[config.mk]
export PLATFORM = sky130hd
export DESIGN_NAME = pbcr_top
export DESIGN_NICKNAME = d
export VERILOG_FILES = /design/src/rtl/pbcr_pkg.sv /design/src/rtl/pbcr_latch.sv /design/src/rtl/pbcr_swrst.sv /design/src/rtl/pbcr_top.sv
export SDC_FILE = /design/constraint.sdc
export NUM_CORES = 1
export LEC_CHECK = 0
export BUFFER_PORTS_ARGS = -buffer_cell sky130_fd_sc_hd__buf_2
export CORE_ASPECT_RATIO = 1.1
export CORE_MARGIN = 8
export CORE_UTILIZATION = 40
export DETAILED_ROUTE_END_ITERATION = 12
export GPL_TIMING_DRIVEN = 0
export PLACE_DENSITY_LB_ADDON = 0.25
export SLEW_MARGIN = 30
export SYNTH_ARGS = -nofsm -noshare
export SYNTH_HDL_FRONTEND = slang
export SYNTH_SLANG_ARGS = --single-unit
[constraint.sdc]
create_clock -name clock -period 2.35 [get_ports clock]
set_input_delay 0.47 -clock clock [delete_from_list [all_inputs] [get_ports clock]]
set_output_delay 0.47 -clock clock [all_outputs]
set_load 0.02 [all_outputs]
[src/rtl/pbcr_pkg.sv]
// Summary of operation
// - Self-clearing bits read one while their event lasts, then clear themselves.
// - Clear-on-read fields ignore writes; a read returns the value, then zeroes it, keeping an event in the read cycle.
// - Latched-low status drops to zero on its event and holds until read.
// - Latched-high status rises to one on its event and holds until read.
// - Permanent read-only fields always return their fixed value; writes do nothing.
// - Writing one to bit 15 starts soft reset; reads one until done; default zero.
// - Soft reset reloads strap configuration exactly like hardware reset.
// - Bit 14 loops MII transmit data onto receive outputs; zero is normal; default zero.
// - With autonegotiation off, bit 13 picks 100 Mb/s (one) or 10 Mb/s (zero).
// - Autonegotiation enable bit 12 loads from its strap at reset, stays writable.
// - Autonegotiation on ignores bits 8 and 13; off, they fix duplex and speed.
// - Bit 11 powers down the PHY; only registers keep working; default zero.
package pbcr_pkg;

    // Register byte offsets on the bus
    localparam logic [7:0] OFS_CTRL   = 8'h00;
    localparam logic [7:0] OFS_STAT   = 8'h04;
    localparam logic [7:0] OFS_ECNT   = 8'h08;

    // Control register bit positions
    localparam int B_RESET    = 15;
    localparam int B_LOOP     = 14;
    localparam int B_SPEED    = 13;
    localparam int B_AN_EN    = 12;
    localparam int B_PDOWN    = 11;
    localparam int B_ISO      = 10;
    localparam int B_AN_RST   = 9;
    localparam int B_DUPLEX   = 8;
    localparam int B_COLT     = 7;

    // Status register layout
    localparam int S_LINK     = 0;
    localparam int S_FAULT    = 1;
    localparam int S_BUSY     = 2;
    localparam int S_PERM_LSB = 12;
    localparam logic [3:0]  PERM_ABILITY = 4'h6;

    // Reset values of the control fields not taken from straps
    localparam logic        CTRL_BIT_RST = 1'h0;

    // Error event counter width
    localparam int          CNT_W   = 8;
    localparam logic [CNT_W-1:0] CNT_MAX = 8'hFF;

    // Soft reset duration, rounded up to whole clock cycles
    localparam int CLK_PERIOD_NS = 100;
    localparam int SW_RST_NS     = 1000;
    localparam int SW_RST_CYC    = (SW_RST_NS + CLK_PERIOD_NS - 1) / CLK_PERIOD_NS;
    localparam logic [7:0] SW_RST_LOAD = 8'(SW_RST_CYC - 1);

    typedef struct packed {
        logic        cyc;
        logic        stb;
        logic        we;
        logic [7:0]  adr;
        logic [3:0]  sel;
        logic [31:0] dat;
    } pbcr_wb_req_t;

    typedef struct packed {
        logic        ack;
        logic [31:0] dat;
    } pbcr_wb_rsp_t;

    typedef struct packed {
        logic       valid;
        logic [3:0] data;
    } pbcr_mii_t;

    typedef struct packed {
        logic speed_100;
        logic full_duplex;
    } pbcr_mode_t;

    typedef struct packed {
        logic speed_100;
        logic an_en;
        logic full_duplex;
    } pbcr_strap_t;

endpackage

[src/rtl/pbcr_latch.sv]
`timescale 1ns/1ns
// Status bit that latches its event and holds it until management reads it
module pbcr_latch #(
    parameter bit HOLD_HIGH = 1'b1
) (
    input  wire logic clock,
    input  wire logic rst,
    input  wire logic clk_en,
    input  wire logic cond,
    input  wire logic rd,
    output logic      q
);

    // Read reloads the live condition, so an event in the read cycle is kept
    always_ff @(posedge clock or posedge rst) begin
        if (rst) begin
            q <= 1'b0;
        end else if (clk_en) begin
            if (rd) begin
                q <= cond;
            end else if (HOLD_HIGH) begin
                q <= q | cond;
            end else begin
                q <= q & cond;
            end
        end
    end

endmodule

[src/rtl/pbcr_swrst.sv]
`timescale 1ns/1ns
// Soft reset sequencer: busy for a fixed number of cycles after a start
module pbcr_swrst (
    input  wire logic clock,
    input  wire logic rst,
    input  wire logic clk_en,
    input  wire logic start,
    output logic      busy,
    output logic      done
);

    logic [7:0] cnt_q;

    // Last busy cycle; the strap reload happens on this edge
    assign done = busy && (cnt_q == 8'h00);

    always_ff @(posedge clock or posedge rst) begin
        if (rst) begin
            busy  <= 1'b0;
            cnt_q <= 8'h00;
        end else if (clk_en) begin
            if (!busy && start) begin
                busy  <= 1'b1;
                cnt_q <= pbcr_pkg::SW_RST_LOAD;
            end else if (done) begin
                busy  <= 1'b0;
            end else if (busy) begin
                cnt_q <= cnt_q - 8'h01;
            end
        end
    end

endmodule

[src/rtl/pbcr_top.sv]
// Design decisions made here: the Wishbone register port and the register addresses.
`timescale 1ns/1ns
// Basic mode control register bank with Wishbone classic slave
module pbcr_top (
    input  wire logic                  clock,
    input  wire logic                  rst,
    input  wire logic                  clk_en,
    input  wire pbcr_pkg::pbcr_wb_req_t wb_req,
    output pbcr_pkg::pbcr_wb_rsp_t     wb_rsp,
    input  wire pbcr_pkg::pbcr_strap_t strap,
    input  wire logic                  link_ok,
    input  wire logic                  fault_evt,
    input  wire logic                  err_evt,
    input  wire logic                  an_started,
    input  wire pbcr_pkg::pbcr_mode_t  an_mode,
    input  wire pbcr_pkg::pbcr_mii_t   mii_tx,
    input  wire pbcr_pkg::pbcr_mii_t   phy_rx,
    output pbcr_pkg::pbcr_mii_t        mii_rx,
    output pbcr_pkg::pbcr_mode_t       mode,
    output logic                       an_enable,
    output logic                       an_restart,
    output logic                       power_down,
    output logic                       isolate,
    output logic                       col_test,
    output logic                       core_reset
);

    logic                         ack_q;
    logic [31:0]                  rdat_q;
    logic [31:0]                  rdat_d;
    logic                         acc;
    logic                         wr_ctrl;
    logic                         wr_hi;
    logic                         wr_lo;
    logic                         rd_stat;
    logic                         rd_ecnt;
    logic                         init_q;
    logic                         reload;
    logic                         rst_start;
    logic                         rst_busy;
    logic                         rst_done;
    logic                         loop_q;
    logic                         speed_q;
    logic                         an_en_q;
    logic                         pdown_q;
    logic                         iso_q;
    logic                         an_rst_q;
    logic                         duplex_q;
    logic                         colt_q;
    logic                         link_ll;
    logic                         fault_lh;
    logic [pbcr_pkg::CNT_W-1:0]   ecnt_q;
    logic [15:0]                  ctrl_word;
    logic [15:0]                  stat_word;
    pbcr_pkg::pbcr_mode_t         mode_q;
    pbcr_pkg::pbcr_mii_t          rx_q;

    // Bus decode: a request is taken on the edge before ack rises
    assign acc     = wb_req.cyc && wb_req.stb && !ack_q;
    assign wr_ctrl = acc && wb_req.we && (wb_req.adr == pbcr_pkg::OFS_CTRL) && !rst_busy;
    assign wr_hi   = wr_ctrl && wb_req.sel[1];
    assign wr_lo   = wr_ctrl && wb_req.sel[0];
    assign rd_stat = acc && !wb_req.we && (wb_req.adr == pbcr_pkg::OFS_STAT);
    assign rd_ecnt = acc && !wb_req.we && (wb_req.adr == pbcr_pkg::OFS_ECNT);

    // a one in bit 15 starts reset
    assign rst_start = wr_hi && wb_req.dat[pbcr_pkg::B_RESET];
    assign reload    = init_q || rst_done;

    pbcr_swrst u_swrst (
        .clock  (clock),
        .rst    (rst),
        .clk_en (clk_en),
        .start  (rst_start),
        .busy   (rst_busy),
        .done   (rst_done)
    );

    // Straps are caught on the first enabled edge after hardware reset release
    always_ff @(posedge clock or posedge rst) begin
        if (rst) begin
            init_q <= 1'b1;
        end else if (clk_en) begin
            init_q <= 1'b0;
        end
    end

    always_ff @(posedge clock or posedge rst) begin
        if (rst) begin
            loop_q   <= 1'b0;
            speed_q  <= 1'b0;
            an_en_q  <= 1'b0;
            pdown_q  <= 1'b0;
            iso_q    <= 1'b0;
            duplex_q <= 1'b0;
            colt_q   <= 1'b0;
        end else if (clk_en) begin
            if (reload) begin
                loop_q   <= 1'b0;
                speed_q  <= strap.speed_100;
                an_en_q  <= strap.an_en;
                pdown_q  <= 1'b0;
                iso_q    <= 1'b0;
                duplex_q <= strap.full_duplex;
                colt_q   <= 1'b0;
            end else begin
                if (wr_hi) begin
                    loop_q   <= wb_req.dat[pbcr_pkg::B_LOOP];
                    speed_q  <= wb_req.dat[pbcr_pkg::B_SPEED];
                    an_en_q  <= wb_req.dat[pbcr_pkg::B_AN_EN];
                    pdown_q  <= wb_req.dat[pbcr_pkg::B_PDOWN];
                    iso_q    <= wb_req.dat[pbcr_pkg::B_ISO];
                    duplex_q <= wb_req.dat[pbcr_pkg::B_DUPLEX];
                end
                if (wr_lo) begin
                    colt_q <= wb_req.dat[pbcr_pkg::B_COLT];
                end
            end
        end
    end

    // restart bit clears once negotiation starts
    always_ff @(posedge clock or posedge rst) begin
        if (rst) begin
            an_rst_q <= 1'b0;
        end else if (clk_en) begin
            if (reload) begin
                an_rst_q <= 1'b0;
            end else if (wr_hi && wb_req.dat[pbcr_pkg::B_AN_RST] && an_en_q) begin
                an_rst_q <= 1'b1; // A fresh request beats the clearing event
            end else if (an_started) begin
                an_rst_q <= 1'b0;
            end
        end
    end

    // negotiated result overrides bits 8 and 13
    always_ff @(posedge clock or posedge rst) begin
        if (rst) begin
            mode_q <= '0;
        end else if (clk_en) begin
            if (an_en_q) begin
                mode_q <= an_mode;
            end else begin
                mode_q.speed_100   <= speed_q;
                mode_q.full_duplex <= duplex_q;
            end
        end
    end

    always_ff @(posedge clock or posedge rst) begin
        if (rst) begin
            rx_q <= '0;
        end else if (clk_en) begin
            if (pdown_q || iso_q || rst_busy) begin
                rx_q <= '0;
            end else if (loop_q) begin
                rx_q <= mii_tx;
            end else begin
                rx_q <= phy_rx;
            end
        end
    end

    pbcr_latch #(
        .HOLD_HIGH (1'b0)
    ) u_link_ll (
        .clock  (clock),
        .rst    (rst),
        .clk_en (clk_en),
        .cond   (link_ok),
        .rd     (rd_stat),
        .q      (link_ll)
    );

    pbcr_latch #(
        .HOLD_HIGH (1'b1)
    ) u_fault_lh (
        .clock  (clock),
        .rst    (rst),
        .clk_en (clk_en),
        .cond   (fault_evt),
        .rd     (rd_stat),
        .q      (fault_lh)
    );

    always_ff @(posedge clock or posedge rst) begin
        if (rst) begin
            ecnt_q <= '0;
        end else if (clk_en) begin
            if (rd_ecnt) begin
                ecnt_q <= {{(pbcr_pkg::CNT_W-1){1'b0}}, err_evt}; // Event in read cycle kept
            end else if (err_evt && ecnt_q != pbcr_pkg::CNT_MAX) begin
                ecnt_q <= ecnt_q + 8'h01; // Saturates rather than wrapping
            end
        end
    end

    // Register images as software sees them; low control bits stay zero
    always_comb begin
        ctrl_word = 16'h0000;
        ctrl_word[pbcr_pkg::B_RESET]  = rst_busy;
        ctrl_word[pbcr_pkg::B_LOOP]   = loop_q;
        ctrl_word[pbcr_pkg::B_SPEED]  = speed_q;
        ctrl_word[pbcr_pkg::B_AN_EN]  = an_en_q;
        ctrl_word[pbcr_pkg::B_PDOWN]  = pdown_q;
        ctrl_word[pbcr_pkg::B_ISO]    = iso_q;
        ctrl_word[pbcr_pkg::B_AN_RST] = an_rst_q;
        ctrl_word[pbcr_pkg::B_DUPLEX] = duplex_q;
        ctrl_word[pbcr_pkg::B_COLT]   = colt_q;
        stat_word = 16'h0000;
        stat_word[pbcr_pkg::S_LINK]   = link_ll;
        stat_word[pbcr_pkg::S_FAULT]  = fault_lh;
        stat_word[pbcr_pkg::S_BUSY]   = rst_busy;
        stat_word[pbcr_pkg::S_PERM_LSB +: 4] = pbcr_pkg::PERM_ABILITY;
    end

    // Read mux; unmapped offsets read zero and are still acknowledged
    always_comb begin
        rdat_d = 32'h0000_0000;
        if (wb_req.adr == pbcr_pkg::OFS_CTRL) begin
            rdat_d[15:0] = ctrl_word;
        end else if (wb_req.adr == pbcr_pkg::OFS_STAT) begin
            rdat_d[15:0] = stat_word;
        end else if (wb_req.adr == pbcr_pkg::OFS_ECNT) begin
            rdat_d[pbcr_pkg::CNT_W-1:0] = ecnt_q;
        end
    end

    // One-cycle answer, dropped the cycle after it was given
    always_ff @(posedge clock or posedge rst) begin
        if (rst) begin
            ack_q  <= 1'b0;
            rdat_q <= 32'h0000_0000;
        end else if (clk_en) begin
            ack_q <= acc;
            if (acc && !wb_req.we) begin
                rdat_q <= rdat_d;
            end
        end
    end

    assign wb_rsp.ack = ack_q;
    assign wb_rsp.dat = rdat_q;
    assign mii_rx     = rx_q;
    assign mode       = mode_q;
    assign an_enable  = an_en_q;
    assign an_restart = an_rst_q;
    assign power_down = pdown_q;
    assign isolate    = iso_q;
    assign col_test   = colt_q;
    assign core_reset = rst_busy;
endmodule

# --- Word-level counts from Yosys, hierarchy flattened ---
# Cells that the tools add are included.
# W data, S select, Z words.
totals:
  reg_bits: 52
op_classes:
  add_sub_neg: 2
  n_eq_ne: 4
  n_mux: 33
  bitwise: 2
  reduce_logical: 37
ops:
  columns: ["cell", "n"]
  rows:
  - ["$mux W8", 7]
  - ["$mux W1", 21]
  - ["$logic_and A1 B1 Y1", 16]
  - ["$logic_not A8 Y1", 2]
  - ["$mux W16", 1]
  - ["$reduce_and A2 Y1", 6]
  - ["$mux W5", 2]
  - ["$reduce_bool A2 Y1", 5]
  - ["$add A8 B1 Y8 const B", 1]
  - ["$eq A8 B3 Y1 const B", 1]
  - ["$eq A8 B4 Y1 const B", 1]
  - ["$ne A8 B8 Y1 const B", 1]
  - ["$sub A8 B1 Y8 const B", 1]
  - ["$mux W7", 1]
  - ["$logic_not A1 Y1", 3]
  - ["$logic_or A1 B1 Y1", 3]
  - ["$reduce_and A3 Y1", 1]
  - ["$reduce_bool A3 Y1", 1]
  - ["$mux W2", 1]
  - ["$ne A2 B1 Y1 const B", 1]
  - ["$and A1 B1 Y1", 1]
  - ["$or A1 B1 Y1", 1]

# --- Longest topological paths before layout ---
# Gate-level depths: netlist of the first run.
depth:
  word_depth: 10
  ltp_mapped: 6
  mapped_depth_nobuf: 6

# --- Hierarchy ---
# A second synthesis of the first run with hierarchy kept.
unflattened:
  cells_unflattened: 260
  hier_area_um2: 2715.1
modules_own_cells:
  columns: ["mod", "instances", "cells_each", "area_per_inst_um2", "seq_area_each_um2"]
  rows:
  - ["pbcr_top", 1, 200, 2124.5, 1027.2]
  - ["pbcr_swrst", 1, 51, 506.7, 225.2]
  - ["pbcr_latch (u_link_ll)", 1, 5, 42.5, 25.0]
  - ["pbcr_latch (u_fault_lh)", 1, 4, 41.3, 25.0]

# --- Worst setup path after synthesis of the first run ---
# Ideal clock, no wire load.
synth_path:
  kind: "input -> register"
  start: "input wb_req[38] (netlist name)"
  end: "register ecnt_q[7] (netlist name)"
  t_arrival_ns: 1.571
  t_required_ns: 2.225
  path_slack_ns: 0.655
  path_stages: 5
  n_path_buf: 1
  cell_sequence: "clkbuf_2 > and4bb_2 > nand4_1 > and2_1 > mux2_2"
synth_between:
  elab_chain_cells: 4
synth_rtl:
  columns: ["element", "line", "rtl"]
  rows:
  - ["start: declaration", "pbcr_top.sv:8", "input wire pbcr_pkg::pbcr_wb_req_t wb_req,"]
  - ["$eq A8 B4 Y1 (*)", "pbcr_top.sv:64", "assign rd_ecnt = acc && !wb_req.we && (wb_req.adr == pbcr_pkg::OFS_ECNT);"]
  - ["$logic_and A1 B1 Y1 (*)", "pbcr_top.sv:64", null]
  - ["$reduce_bool A2 Y1 (no line)", null, null]
  - ["$reduce_and A2 Y1 (no line)", null, null]
  - ["end signal: assignment", "pbcr_top.sv:192", "ecnt_q <= {{(pbcr_pkg::CNT_W-1){1'b0}}, err_evt};"]
  - ["end signal: assignment", "pbcr_top.sv:194", "ecnt_q <= ecnt_q + 8'h01;"]
  - ["end: declaration", "pbcr_top.sv:52", "logic [pbcr_pkg::CNT_W-1:0] ecnt_q;"]
# Every way passes the cells marked *; elsewhere a longest branch is shown, timed or not.
# A chain may end at the register's enable or synchronous reset.

# --- Worst setup path after layout of the first run ---
layout_path:
  start: "register ack_q"
  end: "register rdat_q[10]"
layout_between:
  elab_chain_cells: 4
layout_rtl:
  columns: ["element", "line", "rtl"]
  rows:
  - ["start: declaration", "pbcr_top.sv:28", "logic ack_q;"]
  - ["start signal: assignment", "pbcr_top.sv:233", "ack_q <= 1'b0;"]
  - ["start signal: assignment", "pbcr_top.sv:236", "ack_q <= acc;"]
  - ["$logic_not A1 Y1", "pbcr_top.sv:59", "assign acc = wb_req.cyc && wb_req.stb && !ack_q;"]
  - ["$logic_and A1 B1 Y1", "pbcr_top.sv:59", null]
  - ["$logic_and A1 B1 Y1", "pbcr_top.sv:237", "if (acc && !wb_req.we) begin"]
  - ["$reduce_and A2 Y1 (no line)", null, null]
  - ["end signal: assignment", "pbcr_top.sv:238", "rdat_q <= rdat_d;"]
  - ["end: declaration", "pbcr_top.sv:29", "logic [31:0] rdat_q;"]
# Every way passes these cells.

==> summary.md, run 1 <==
| Metric | Value |
|---|---|
| Critical path buffer and inverter count | `0` |
| Endpoints failing hold | `0` |
| Clock power frac | `21.1%` |
| Synth area leader | `dfrtp_1` |
| Most common cell after layout, fill and taps aside | `buf_2` |
| Core Region | `0.00693 mm^2` |
| Crit-path slowest cell | `nor4bb_1` |
| Leakage dissipation | `1.71 nW` |
| PostCTS Resize Cnt | `0` |
| Ys flop type | `dfrtp_1` |
| Crit path depth | `4` |
| Slew headroom | `59.1%` |
| Async SR Flop Fraction | `100%` |
| Period utilisation layout | `85.7%` |
| Worst path arrival time | `2.26 ns` |
| Initial DRC Count | `114` |
| Initial antenna violation count | `0` |
| Register area share after synthesis | `46.3%` |
| Worst skew pair latency | `0.30 ns` |
| # DRC | `0` |
| Net Sw Power | `866 uW` |
| Pin count of the biggest net entering global routing | `41` |
| Commonest cells after routing, fill and taps aside | `buf_2, dfrtp_1, o21ai_0, buf_4` |
| RSZ-0062 raised after global routing | `false` |
| I/O pin count | `115` |
| Post-CTS Hold Buffers | `0` |
| Vias in the first global route | `2517` |
| CTS sink cnt | `52` |
| Reg2Reg Setup Slack | `0.34 ns` |
| Clock transition at path regs | `0.09 ns` |
| Cells along the critical path | `nor4bb_1, nand4_1, nor3_4, a22o_1` |
| ANT cells | `0` |
| Cells after synthesis | `273` |
| Post-Synth Simple-Gate Area | `19.9%` |
| Routability cong. | `0.830` |
| Worst r2r src | `ack_q$_DFFE_PP0P_` |
| Required @ worst endpoint | `2.60 ns` |
| Inst Count DP | `445` |
| Final Setup Violations | `0` |
| Largest family of logic cells by synthesized area | `compound AO/OA/AOI/OAI gates` |
| Critical path endpoint category | `flop` |
| Longest Clk Path Bufs | `2` |
| Period minus WS final | `2.01 ns` |
| Synth top area share | `45.4%` |
| Least-Margin Pin Slew | `0.606 ns` |
| Remaining Overflow, GRT | `0` |
| Sequential Power Share | `50.2%` |
| FF+latch count, synth | `52` |
| Post-CTS setup repair buffer count | `0` |
| Post-Route WL | `7.50 mm` |
| Post-DP HPWL | `5.91 mm` |
| Core Util, Final | `49.6%` |
| Mux share of post-synthesis cell area | `3.65%` |
| DIE HEIGHT | `104 um` |
| YS warnings | `0` |
| Design Area, Final | `0.00344 mm^2` |
| Worst Reg-to-Reg Cells | `4` |
| Max-cap viol count | `0` |
| Post-synthesis xor/xnor area fraction | `0.312%` |
| Yosys cell types | `56` |
| Crit path max fanout | `7` |
| Status | `finished, final reports clean` |
| Max frequency | `496 MHz` |
| Total number of vias | `2435` |
| Cell family with most CP delay | `simple AND/OR/NAND/NOR gates` |
| All-Layer GR Usage | `15.3%` |
| Vias per cell | `5.38` |
| DR WL/cell | `16.6 um` |
| Htree depth | `2` |
| Synth Area in Compound Gates | `20.1%` |
| Power Dens Cells | `696 mW/mm^2` |
| Area contributors post-synth | `dfrtp_1, buf_4, a22o_1, o21ai_0, mux2i_1` |
| Syn_area_per_cell | `10.3 um^2` |
| Critical Path Sink | `rdat_q[10]$_DFFE_PP0P_` |
| Reg-to-reg endpoint | `rdat_q[10]$_DFFE_PP0P_` |
| CP peak stage delay | `0.50 ns` |
| EDFF count, synth | `0` |
| Crit path kind | `reg -> reg` |
| Root buffer cell | `clkbuf_8` |
| Net Sw Frac | `36.2%` |
| DRT antenna net count | `0` |
| Layout cells sized above 1 | `31.0%` |
| Die X | `95.9 um` |
| 1st-pass router iterations | `4` |
| Adder-Cell Fraction of Synth Area | `1.34%` |
| Initial Util | `40.6%` |
| Std-Cell Rows | `32` |
| Non-Filler Instances | `453` |
| VDD IR max | `422 uV` |
| Comb power frac | `28.7%` |
| Fill cells | `668` |
| Nets@finish | `439` |
| Setup Skew | `0.00408 ns` |
| Internal | `1.53 mW` |
| Final Max Tran Viols | `0` |
| First-pass GRT wire length | `12.3 mm` |
| IO Port Bufs | `71` |
| TritonCTS clock tree | `built` |
| Final setup TNS | `0 ns` |
| Die footprint | `0.00997 mm^2` |
| Crit start category | `flop` |
| Mapped Area | `0.00281 mm^2` |
| Area grow syn2layout | `22.4%` |
| CTS buffer count | `5` |
| Setup crit start | `ack_q$_DFFE_PP0P_` |
| Min-delay worst type | `in -> async` |
| Placed Instance Area | `0.00335 mm^2` |
==> power groups by stage <==
stage / Sequential (mW) / Clock [mW] / Combinational [mW]
2_1_floorplan: 1.21 / 0 / 0.468
5_1_grt: 1.23 / 0.550 / 0.771
4_1_cts: 1.20 / 0.526 / 0.687
6_report: 1.20 / 0.506 / 0.686
3_5_place_dp: 1.22 / 0 / 0.686
3_3_place_gp: 1.21 / 0 / 0.663
==> metal layers <==
layer / share of wire (%) / wire (um) / GRT usage [%]
met5: 0 / 0 / 0
met4: 0.71 / 53 / 4.18
met3: 6.3 / 476 / 3.25
met2: 53 / 3950 / 25.8
met1: 40 / 3020 / 18.8
==> Yosys cell counts (all sizes together), types with 4 or more instances <==
master,number
inv,14
or4,4
and4,4
a32o,4
or3,6
mux2i,8
dfrtp,51
o2bb2ai,6
nor2,11
nor3,10
o21ai,17
o31ai,5
nor4,7
a21oi,9
nor2b,4
nand2,17
clkbuf,8
a22o,10
nand4,7
buf,20
nand3,5
a21o,6
==> layout make-up <==
cell class,count,area (um^2),share of cell area [%]
inverter,14,55.1,1.60
clock buffer,5,68.8,2.00
clock inverter,3,18.8,0.546
buffer,28,180,5.24
tap,85,106,3.09
timing repair buffer,72,375,10.9
sequential,52,1300,37.9
multi-input combinational,194,1330,38.7
==> how the worst min path moves through the flow <==
stage                                  startpoint                      end  slack (ns)  cells past startpoint
after global routing                          rst    rdat_q[0]$_DFFE_PP0P_        0.07                      2
after CTS                                     rst    rdat_q[0]$_DFFE_PP0P_        0.06                      2
final                                         rst    rdat_q[0]$_DFFE_PP0P_        0.06                      2
after floorplan           u_link_ll.q$_DFFE_PP0P_  u_link_ll.q$_DFFE_PP0P_        0.46                      1
after detailed placement                      rst    rdat_q[0]$_DFFE_PP0P_        0.39                      2
after global placement     rdat_q[14]$_DFFE_PP0P_   rdat_q[14]$_DFFE_PP0P_        0.45                      2
==> registers in the layout (all words and copies together) (netlist names), 2 cells and up <==
name and count:
mode 2, u_swrst.cnt_q 8, rdat_q 16, mii_rx 5, ecnt_q 8
==> logic make-up after synthesis <==
group / after synthesis
and+or+nand+nor: 88
AOI/OAI and AO/OA: 76
DFF: 52
buffers and inverters: 42
muxes: 10
adders and majority gates: 3
other: 1
xor gates and xnor gates: 1
==> metrics by stage <==
step / total power, mW / setup slack, ns / hold slack, ns
after floorplan: 1.68 / 0.624 / 0.461
after global placement: 1.87 / -0.0806 / 0.455
after detailed placement: 1.90 / 0.165 / 0.394
after CTS: 2.41 / 0.339 / 0.0595
after global routing: 2.55 / 0.161 / 0.0660
final: 2.39 / 0.335 / 0.0635
No activity file was read; power rests on OpenSTA's default activity.
==> run 2, diff against run 1 <==
--- a/config.mk
+++ b/config.mk
@@ -15,4 +15,5 @@
 export SLEW_MARGIN = 30
 export SYNTH_ARGS = -nofsm -noshare
 export SYNTH_HDL_FRONTEND = slang
+export SYNTH_HIERARCHICAL = 1
 export SYNTH_SLANG_ARGS = --single-unit
==> run 2 against run 1 <==
Sequential cell count is the same. Fmax shrank 12%. Worst hold slack lost 0.039 ns. Clock power shrank 2%. Clock-buffer cell count grew 1. Final cell count shrank 2.9%. Worst setup slack lost 0.26 ns. Non-clock buffer count is the same.
==> summary.md, run 2 <==
| Metric | Value |
|---|---|
| Pin count of the biggest net entering global routing | `29` |
| Setup Skew | `0.00842 ns` |
| YS warnings | `6` |
| Vias per cell | `4.99` |
| Final Setup Violations | `0` |
| VDD IR max | `250 uV` |
| Largest Register | `rdat_q` |
| Core Util, Final | `51.0%` |
| Vias in the first global route | `2293` |
| Period utilisation layout | `96.9%` |
| Net Sw Frac | `28.5%` |
| Largest regs | `rdat_q x16, ecnt_q x8, u_swrst/cnt_q x8` |
| Final Max Tran Viols | `0` |
| Layout cells sized above 1 | `33.2%` |
| Cells along the critical path | `buf_2, or4_4, or2_1, buf_6, or3_4, nor2_2, nand2_1, or2_0, buf_4, o311ai_1, o41ai_1` |
| Post-Route WL | `6.61 mm` |
| DRT antenna net count | `0` |
| EDFF count, synth | `0` |
| Area grow syn2layout | `23.8%` |
| Slew headroom | `61.7%` |
| Internal | `1.28 mW` |
| Routability cong. | `0.835` |
| Yosys cell types | `59` |
| TritonCTS clock tree | `built` |
| Register area share after synthesis | `48.0%` |
| Leakage dissipation | `1.68 nW` |
| Min-delay worst type | `in -> async` |
| Syn_area_per_cell | `10.4 um^2` |
| Synth area leader | `dfrtp_1` |
| Min Hold Slack | `0.0245 ns` |
| Worst skew pair latency | `0.30 ns` |
| Std-Cell Rows | `31` |
| IO Port Bufs | `73` |
| Initial antenna violation count | `0` |
| Crit path max fanout | `6` |
| Die X | `94.6 um` |
| Mapped Area | `0.00272 mm^2` |
| Required @ worst endpoint | `2.53 ns` |
| Crit-path slowest cell | `or4_4` |
| Die footprint | `0.00968 mm^2` |
| Comb power frac | `15.8%` |
| Total number of vias | `2194` |
| Worst path arrival time | `2.45 ns` |
| Most common cell after layout, fill and taps aside | `buf_2` |
| Critical path endpoint category | `flop` |
| Power Dens Cells | `532 mW/mm^2` |
| FF+latch count, synth | `52` |
| Cells after synthesis | `260` |
| Max-cap viol count | `0` |
| Async SR Flop Fraction | `100%` |
| Longest Clk Path Bufs | `2` |
| Ys flop type | `dfrtp_1` |
| Status | `finished, final reports clean` |
| Crit start category | `primary input` |
| DIE HEIGHT | `102 um` |
| Endpoints failing hold | `0` |
| CP peak stage delay | `0.52 ns` |
| Synth top area share | `47.0%` |
| Final setup TNS | `0 ns` |
| Initial Util | `41.2%` |
| Area contributors post-synth | `dfrtp_1, buf_4, a22o_1, mux2i_1, nand2_1` |
| Max reg flops | `16` |
| First-pass GRT wire length | `10.9 mm` |
| Placed Instance Area | `0.00326 mm^2` |
| I/O pin count | `115` |
| Clock transition at path regs | `0.09 ns` |
| Most frequent cell after synthesis | `dfrtp_1` |
| Commonest cells after routing, fill and taps aside | `buf_2, dfrtp_1, nand2_1` |
| Htree depth | `2` |
| Core Region | `0.00659 mm^2` |
| RSZ-0062 raised after global routing | `true` |
| Post-synth top cells | `dfrtp_1, nand2_1, buf_4, inv_1` |
| Max frequency | `439 MHz` |
| Initial DRC Count | `84` |
| DR WL/cell | `15.0 um` |
| Post-DP HPWL | `5.25 mm` |
| # DRC | `0` |
| Nets@finish | `429` |
| Net Sw Power | `509 uW` |
| 1st-pass router iterations | `4` |
| CTS sink cnt | `52` |
| Final worst slack | `0.0727 ns` |
| CTS buffer count | `5` |
| All-Layer GR Usage | `14.1%` |
| Sequential Power Share | `56.6%` |
| Least-Margin Pin Slew | `0.570 ns` |
| Remaining Overflow, GRT | `0` |
| Clock power frac | `27.6%` |
| Crit path kind | `in -> reg` |
| Root buffer cell | `clkbuf_8` |
| Placement Setup Slack | `-0.404 ns` |
| Period minus WS final | `2.28 ns` |
| ANT cells | `0` |
| Design Area, Final | `0.00336 mm^2` |
run 2: final timing paths:
path | startpoint | endpoint | slack, ns | cells after the start
min in group clock | wb_req[14] | loop_q$_DFFE_PP0P_ | 0.38 | 2
worst max register to register | u_swrst/busy$_DFFE_PP0P_ | u_swrst/cnt_q[7]$_DFFE_PP0P_ | 0.08 | 8
worst min register to register | rdat_q[2]$_DFFE_PP0P_ | rdat_q[2]$_DFFE_PP0P_ | 0.48 | 2
max in group asynchronous | rst | init_q$_DFFE_PP1P_ | 1.70 | 3
worst max-delay path | wb_req[41] | u_swrst/cnt_q[7]$_DFFE_PP0P_ | 0.07 | 11
worst min-delay path | rst | u_link_ll/q$_DFFE_PP0P_ | 0.02 | 2
run 2: critical path: cells and delay by family:
family | cells | cell delay, ns
AND/OR/NAND/NOR | 6 | 1.45
buffers and inverters | 3 | 0.38
AO/OA/AOI/OAI | 2 | 0.18
run 2: logic make-up after synthesis:
group,Yosys count,synth area share (%)
AO/OA/AOI/OAI,67,18.3
multiplexers,11,4.10
adder cells (fa/ha/maj),3,1.38
buffers and inverters,40,8.16
flip-flops,52,48.0
other,1,0.138
XOR/XNOR,7,2.26
AND/OR/NAND/NOR,79,17.7
run 2: repair_timing:
item	CTS	global route
buffers inserted	1	0
endpoints found under the setup margin	4	4
cloned	0	0
hold buffers	0	0
resized for setup	1	3
pin swaps	2	1
hold endpoints to repair	0	0
run 2: final cells by class:
| class | count | area [um^2] |
|---|---|---|
| flip-flops and latches | 52 | 1300 |
| well taps | 82 | 103 |
| multi-input cells | 183 | 1250 |
| clock buffers | 6 | 72.6 |
| fillers | 636 | 3230 |
| repair buffers | 75 | 393 |
| plain buffers | 25 | 169 |
| clock inverters | 2 | 12.5 |
| inverters | 15 | 56.3 |
run 2: power groups by stage:
stage | sequential [mW] | combinational [mW] | clock [mW]
3_5_place_dp | 1.03 | 0.284 | 0
4_1_cts | 1.01 | 0.285 | 0.508
6_report | 1.01 | 0.282 | 0.494
2_1_floorplan | 1.03 | 0.178 | 0
3_3_place_gp | 1.03 | 0.276 | 0
5_1_grt | 1.02 | 0.319 | 0.534
run 2: per-stage QoR:
stage | total power [mW] | cells
2_1_floorplan | 1.20 | 275
3_3_place_gp | 1.30 | 430
3_5_place_dp | 1.31 | 431
4_1_cts | 1.80 | 440
5_1_grt | 1.87 | 440
6_report | 1.79 | 440
run 2: per-layer routing:
layer / global-route usage (%) / vias up / wire length (um)
met5: 0 / - / 0
met4: 3.25 / 0 / 53
met3: 3.75 / 6 / 331
met2: 23.9 / 46 / 3260
met1: 17.3 / 1031 / 2970
li1: - / 1111 / -
==> run 3, diff against run 2 <==
--- a/config.mk
+++ b/config.mk
@@ -11,9 +11,10 @@
 export CORE_UTILIZATION = 40
 export DETAILED_ROUTE_END_ITERATION = 12
 export GPL_TIMING_DRIVEN = 0
+export MAX_ROUTING_LAYER = met4
 export PLACE_DENSITY_LB_ADDON = 0.25
+export RECOVER_POWER = 25
 export SLEW_MARGIN = 30
 export SYNTH_ARGS = -nofsm -noshare
 export SYNTH_HDL_FRONTEND = slang
-export SYNTH_HIERARCHICAL = 1
 export SYNTH_SLANG_ARGS = --single-unit
==> run 3 against run 2 <==
Die area grew 2.9%. Sequential cell count is the same. Non-clock buffer count stayed put. Clock-buffer cell count down 1. First-iteration DRC count increased by 62%. Via count rose by 11%. Sequential power is 19% higher. Final cell count rose by 3.0%. Fmax is 13% higher. Register-to-register slack better by 0.25 ns.
==> summary.md, run 3 (synthesized netlist as in run 1, its figures left out) <==
| Metric | Value |
|---|---|
| Status | `finished, final reports clean` |
| Remaining Overflow, GRT | `0` |
| Pin count of the biggest net entering global routing | `41` |
| Final Setup Violations | `0` |
| 1st-pass router iterations | `4` |
| Reg2Reg Setup Slack | `0.33 ns` |
| Reg-to-reg endpoint | `rdat_q[10]$_DFFE_PP0P_` |
| Largest Register | `rdat_q` |
| TritonCTS clock tree | `built` |
| Power Dens Cells | `699 mW/mm^2` |
| Htree depth | `2` |
| Most common cell after layout, fill and taps aside | `buf_2` |
| ANT cells | `0` |
| # DRC | `0` |
| Post-CTS Hold Buffers | `0` |
| Fill cells | `671` |
| CTS buffer count | `5` |
| Min-delay worst type | `in -> async` |
| Worst Reg-to-Reg Cells | `4` |
| Worst path arrival time | `2.27 ns` |
| PostCTS Resize Cnt | `0` |
| First-pass GRT wire length | `12.3 mm` |
| Total number of vias | `2445` |
| Period minus WS final | `2.02 ns` |
| Nets@finish | `439` |
| Std-Cell Rows | `32` |
| Area grow syn2layout | `21.8%` |
| Post-DP HPWL | `5.91 mm` |
| Worst r2r src | `ack_q$_DFFE_PP0P_` |
| Commonest cells after routing, fill and taps aside | `buf_2, dfrtp_1, o21ai_0, buf_4` |
| Period utilisation layout | `86.1%` |
| Crit path max fanout | `7` |
| IO Port Bufs | `71` |
| Design Area, Final | `0.00342 mm^2` |
| Initial antenna violation count | `0` |
| DRT antenna net count | `0` |
| DR WL/cell | `16.6 um` |
| Vias per cell | `5.40` |
| Clock transition at path regs | `0.09 ns` |
| Min Hold Slack | `0.169 ns` |
| Post-Route WL | `7.52 mm` |
| Core Util, Final | `49.4%` |
| Final setup TNS | `0 ns` |
| RSZ-0062 raised after global routing | `false` |
| Root buffer cell | `clkbuf_8` |
| Final Max Tran Viols | `0` |
| DIE HEIGHT | `104 um` |
| Max-cap viol count | `0` |
| CTS sink cnt | `52` |
| Worst skew pair latency | `0.30 ns` |
| Core Region | `0.00693 mm^2` |
| VDD IR max | `418 uV` |
| Least-Margin Pin Slew | `0.990 ns` |
| Setup Skew | `0.00381 ns` |
| All-Layer GR Usage | `15.7%` |
| Die footprint | `0.00997 mm^2` |
| Layout cells sized above 1 | `31.0%` |
| Crit path kind | `reg -> reg` |
| Die X | `95.9 um` |
| Max reg flops | `16` |
| Post-CTS setup repair buffer count | `0` |
| Routability cong. | `0.842` |
| Slew headroom | `34.0%` |
| Largest regs | `rdat_q x16, ecnt_q x8, u_swrst.cnt_q x8` |
| Required @ worst endpoint | `2.60 ns` |
| Final worst slack | `0.328 ns` |
| Longest Clk Path Bufs | `2` |
| Vias in the first global route | `2521` |
| Crit start category | `flop` |
| Leakage dissipation | `1.70 nW` |
| Max frequency | `494 MHz` |
| Endpoints failing hold | `0` |
| I/O pin count | `115` |
| Initial Util | `40.6%` |
| Initial DRC Count | `136` |
| Placement Setup Slack | `0.165 ns` |
| Critical path endpoint category | `flop` |
| Placed Instance Area | `0.00335 mm^2` |
## run 3: changes by cell type in the layout (fill, tap and decap cells not counted), moves of 5 or more
| cell | previous run | this run |
|---|---|---|
| o21ai_0 | 9 | 17 |
| o22ai_1 | 9 | 0 |
| o2bb2ai_1 | 0 | 6 |
| nor3_1 | 3 | 8 |
| a21o_1 | 0 | 6 |
| nand2_1 | 21 | 16 |
## run 3: final cells by class
class | count | area (um^2) | share of cell area [%]
multi-input combinational | 194 | 1330 | 38.9
sequential | 52 | 1300 | 38.1
timing repair buffer | 72 | 360 | 10.5
buffer | 28 | 180 | 5.27
tap | 85 | 106 | 3.11
clock buffer | 5 | 68.8 | 2.01
inverter | 14 | 53.8 | 1.57
clock inverter | 3 | 18.8 | 0.548
## run 3: how the worst max path moves through the flow
| stage | startpoint | to | cells after the start |
|---|---|---|---|
| finish | ack_q$_DFFE_PP0P_ | rdat_q[10]$_DFFE_PP0P_ | 4 |
| global route | ack_q$_DFFE_PP0P_ | rdat_q[15]$_DFFE_PP0P_ | 4 |
| CTS | ack_q$_DFFE_PP0P_ | rdat_q[10]$_DFFE_PP0P_ | 4 |
| detailed placement | wb_req[41] | rdat_q[8]$_DFFE_PP0P_ | 5 |
| global placement | rst | u_swrst.cnt_q[1]$_DFFE_PP0P_ | 2 |
| floorplan | rst | ack_q$_DFFE_PP0P_ | 1 |
## run 3: critical path: stages, from the launching register on
cell	delay, ns
dfrtp_1	0.45
nor4bb_1	0.50
nand4_1	0.45
nor3_4	0.39
a22o_1	0.18
## run 3: per-stage QoR
stage,total power [mW],std cells
2_1_floorplan,1.68,288
3_3_place_gp,1.87,444
5_1_grt,2.54,453
4_1_cts,2.41,453
3_5_place_dp,1.90,445
6_report,2.39,453
## run 3: routing by layer
layer  global-route usage, %  up-vias  part of all wire, %  routed length, um
met3                    2.53        9                  5.1                381
met1                    19.2     1193                   42               3120
li1                        -     1187                    -                  -
met4                    4.18        0                 0.98                 74
met2                    25.9       56                   52               3940
met5                       -        -                    0                  0
## run 3: report_power, final
group	switching (mW)	total [mW]	internal, mW	leakage, nW
sequential	0.167	1.20	1.04	0.658
clock	0.301	0.509	0.208	0.0479
combinational	0.402	0.682	0.280	0.992
total	0.870	2.39	1.52	1.70
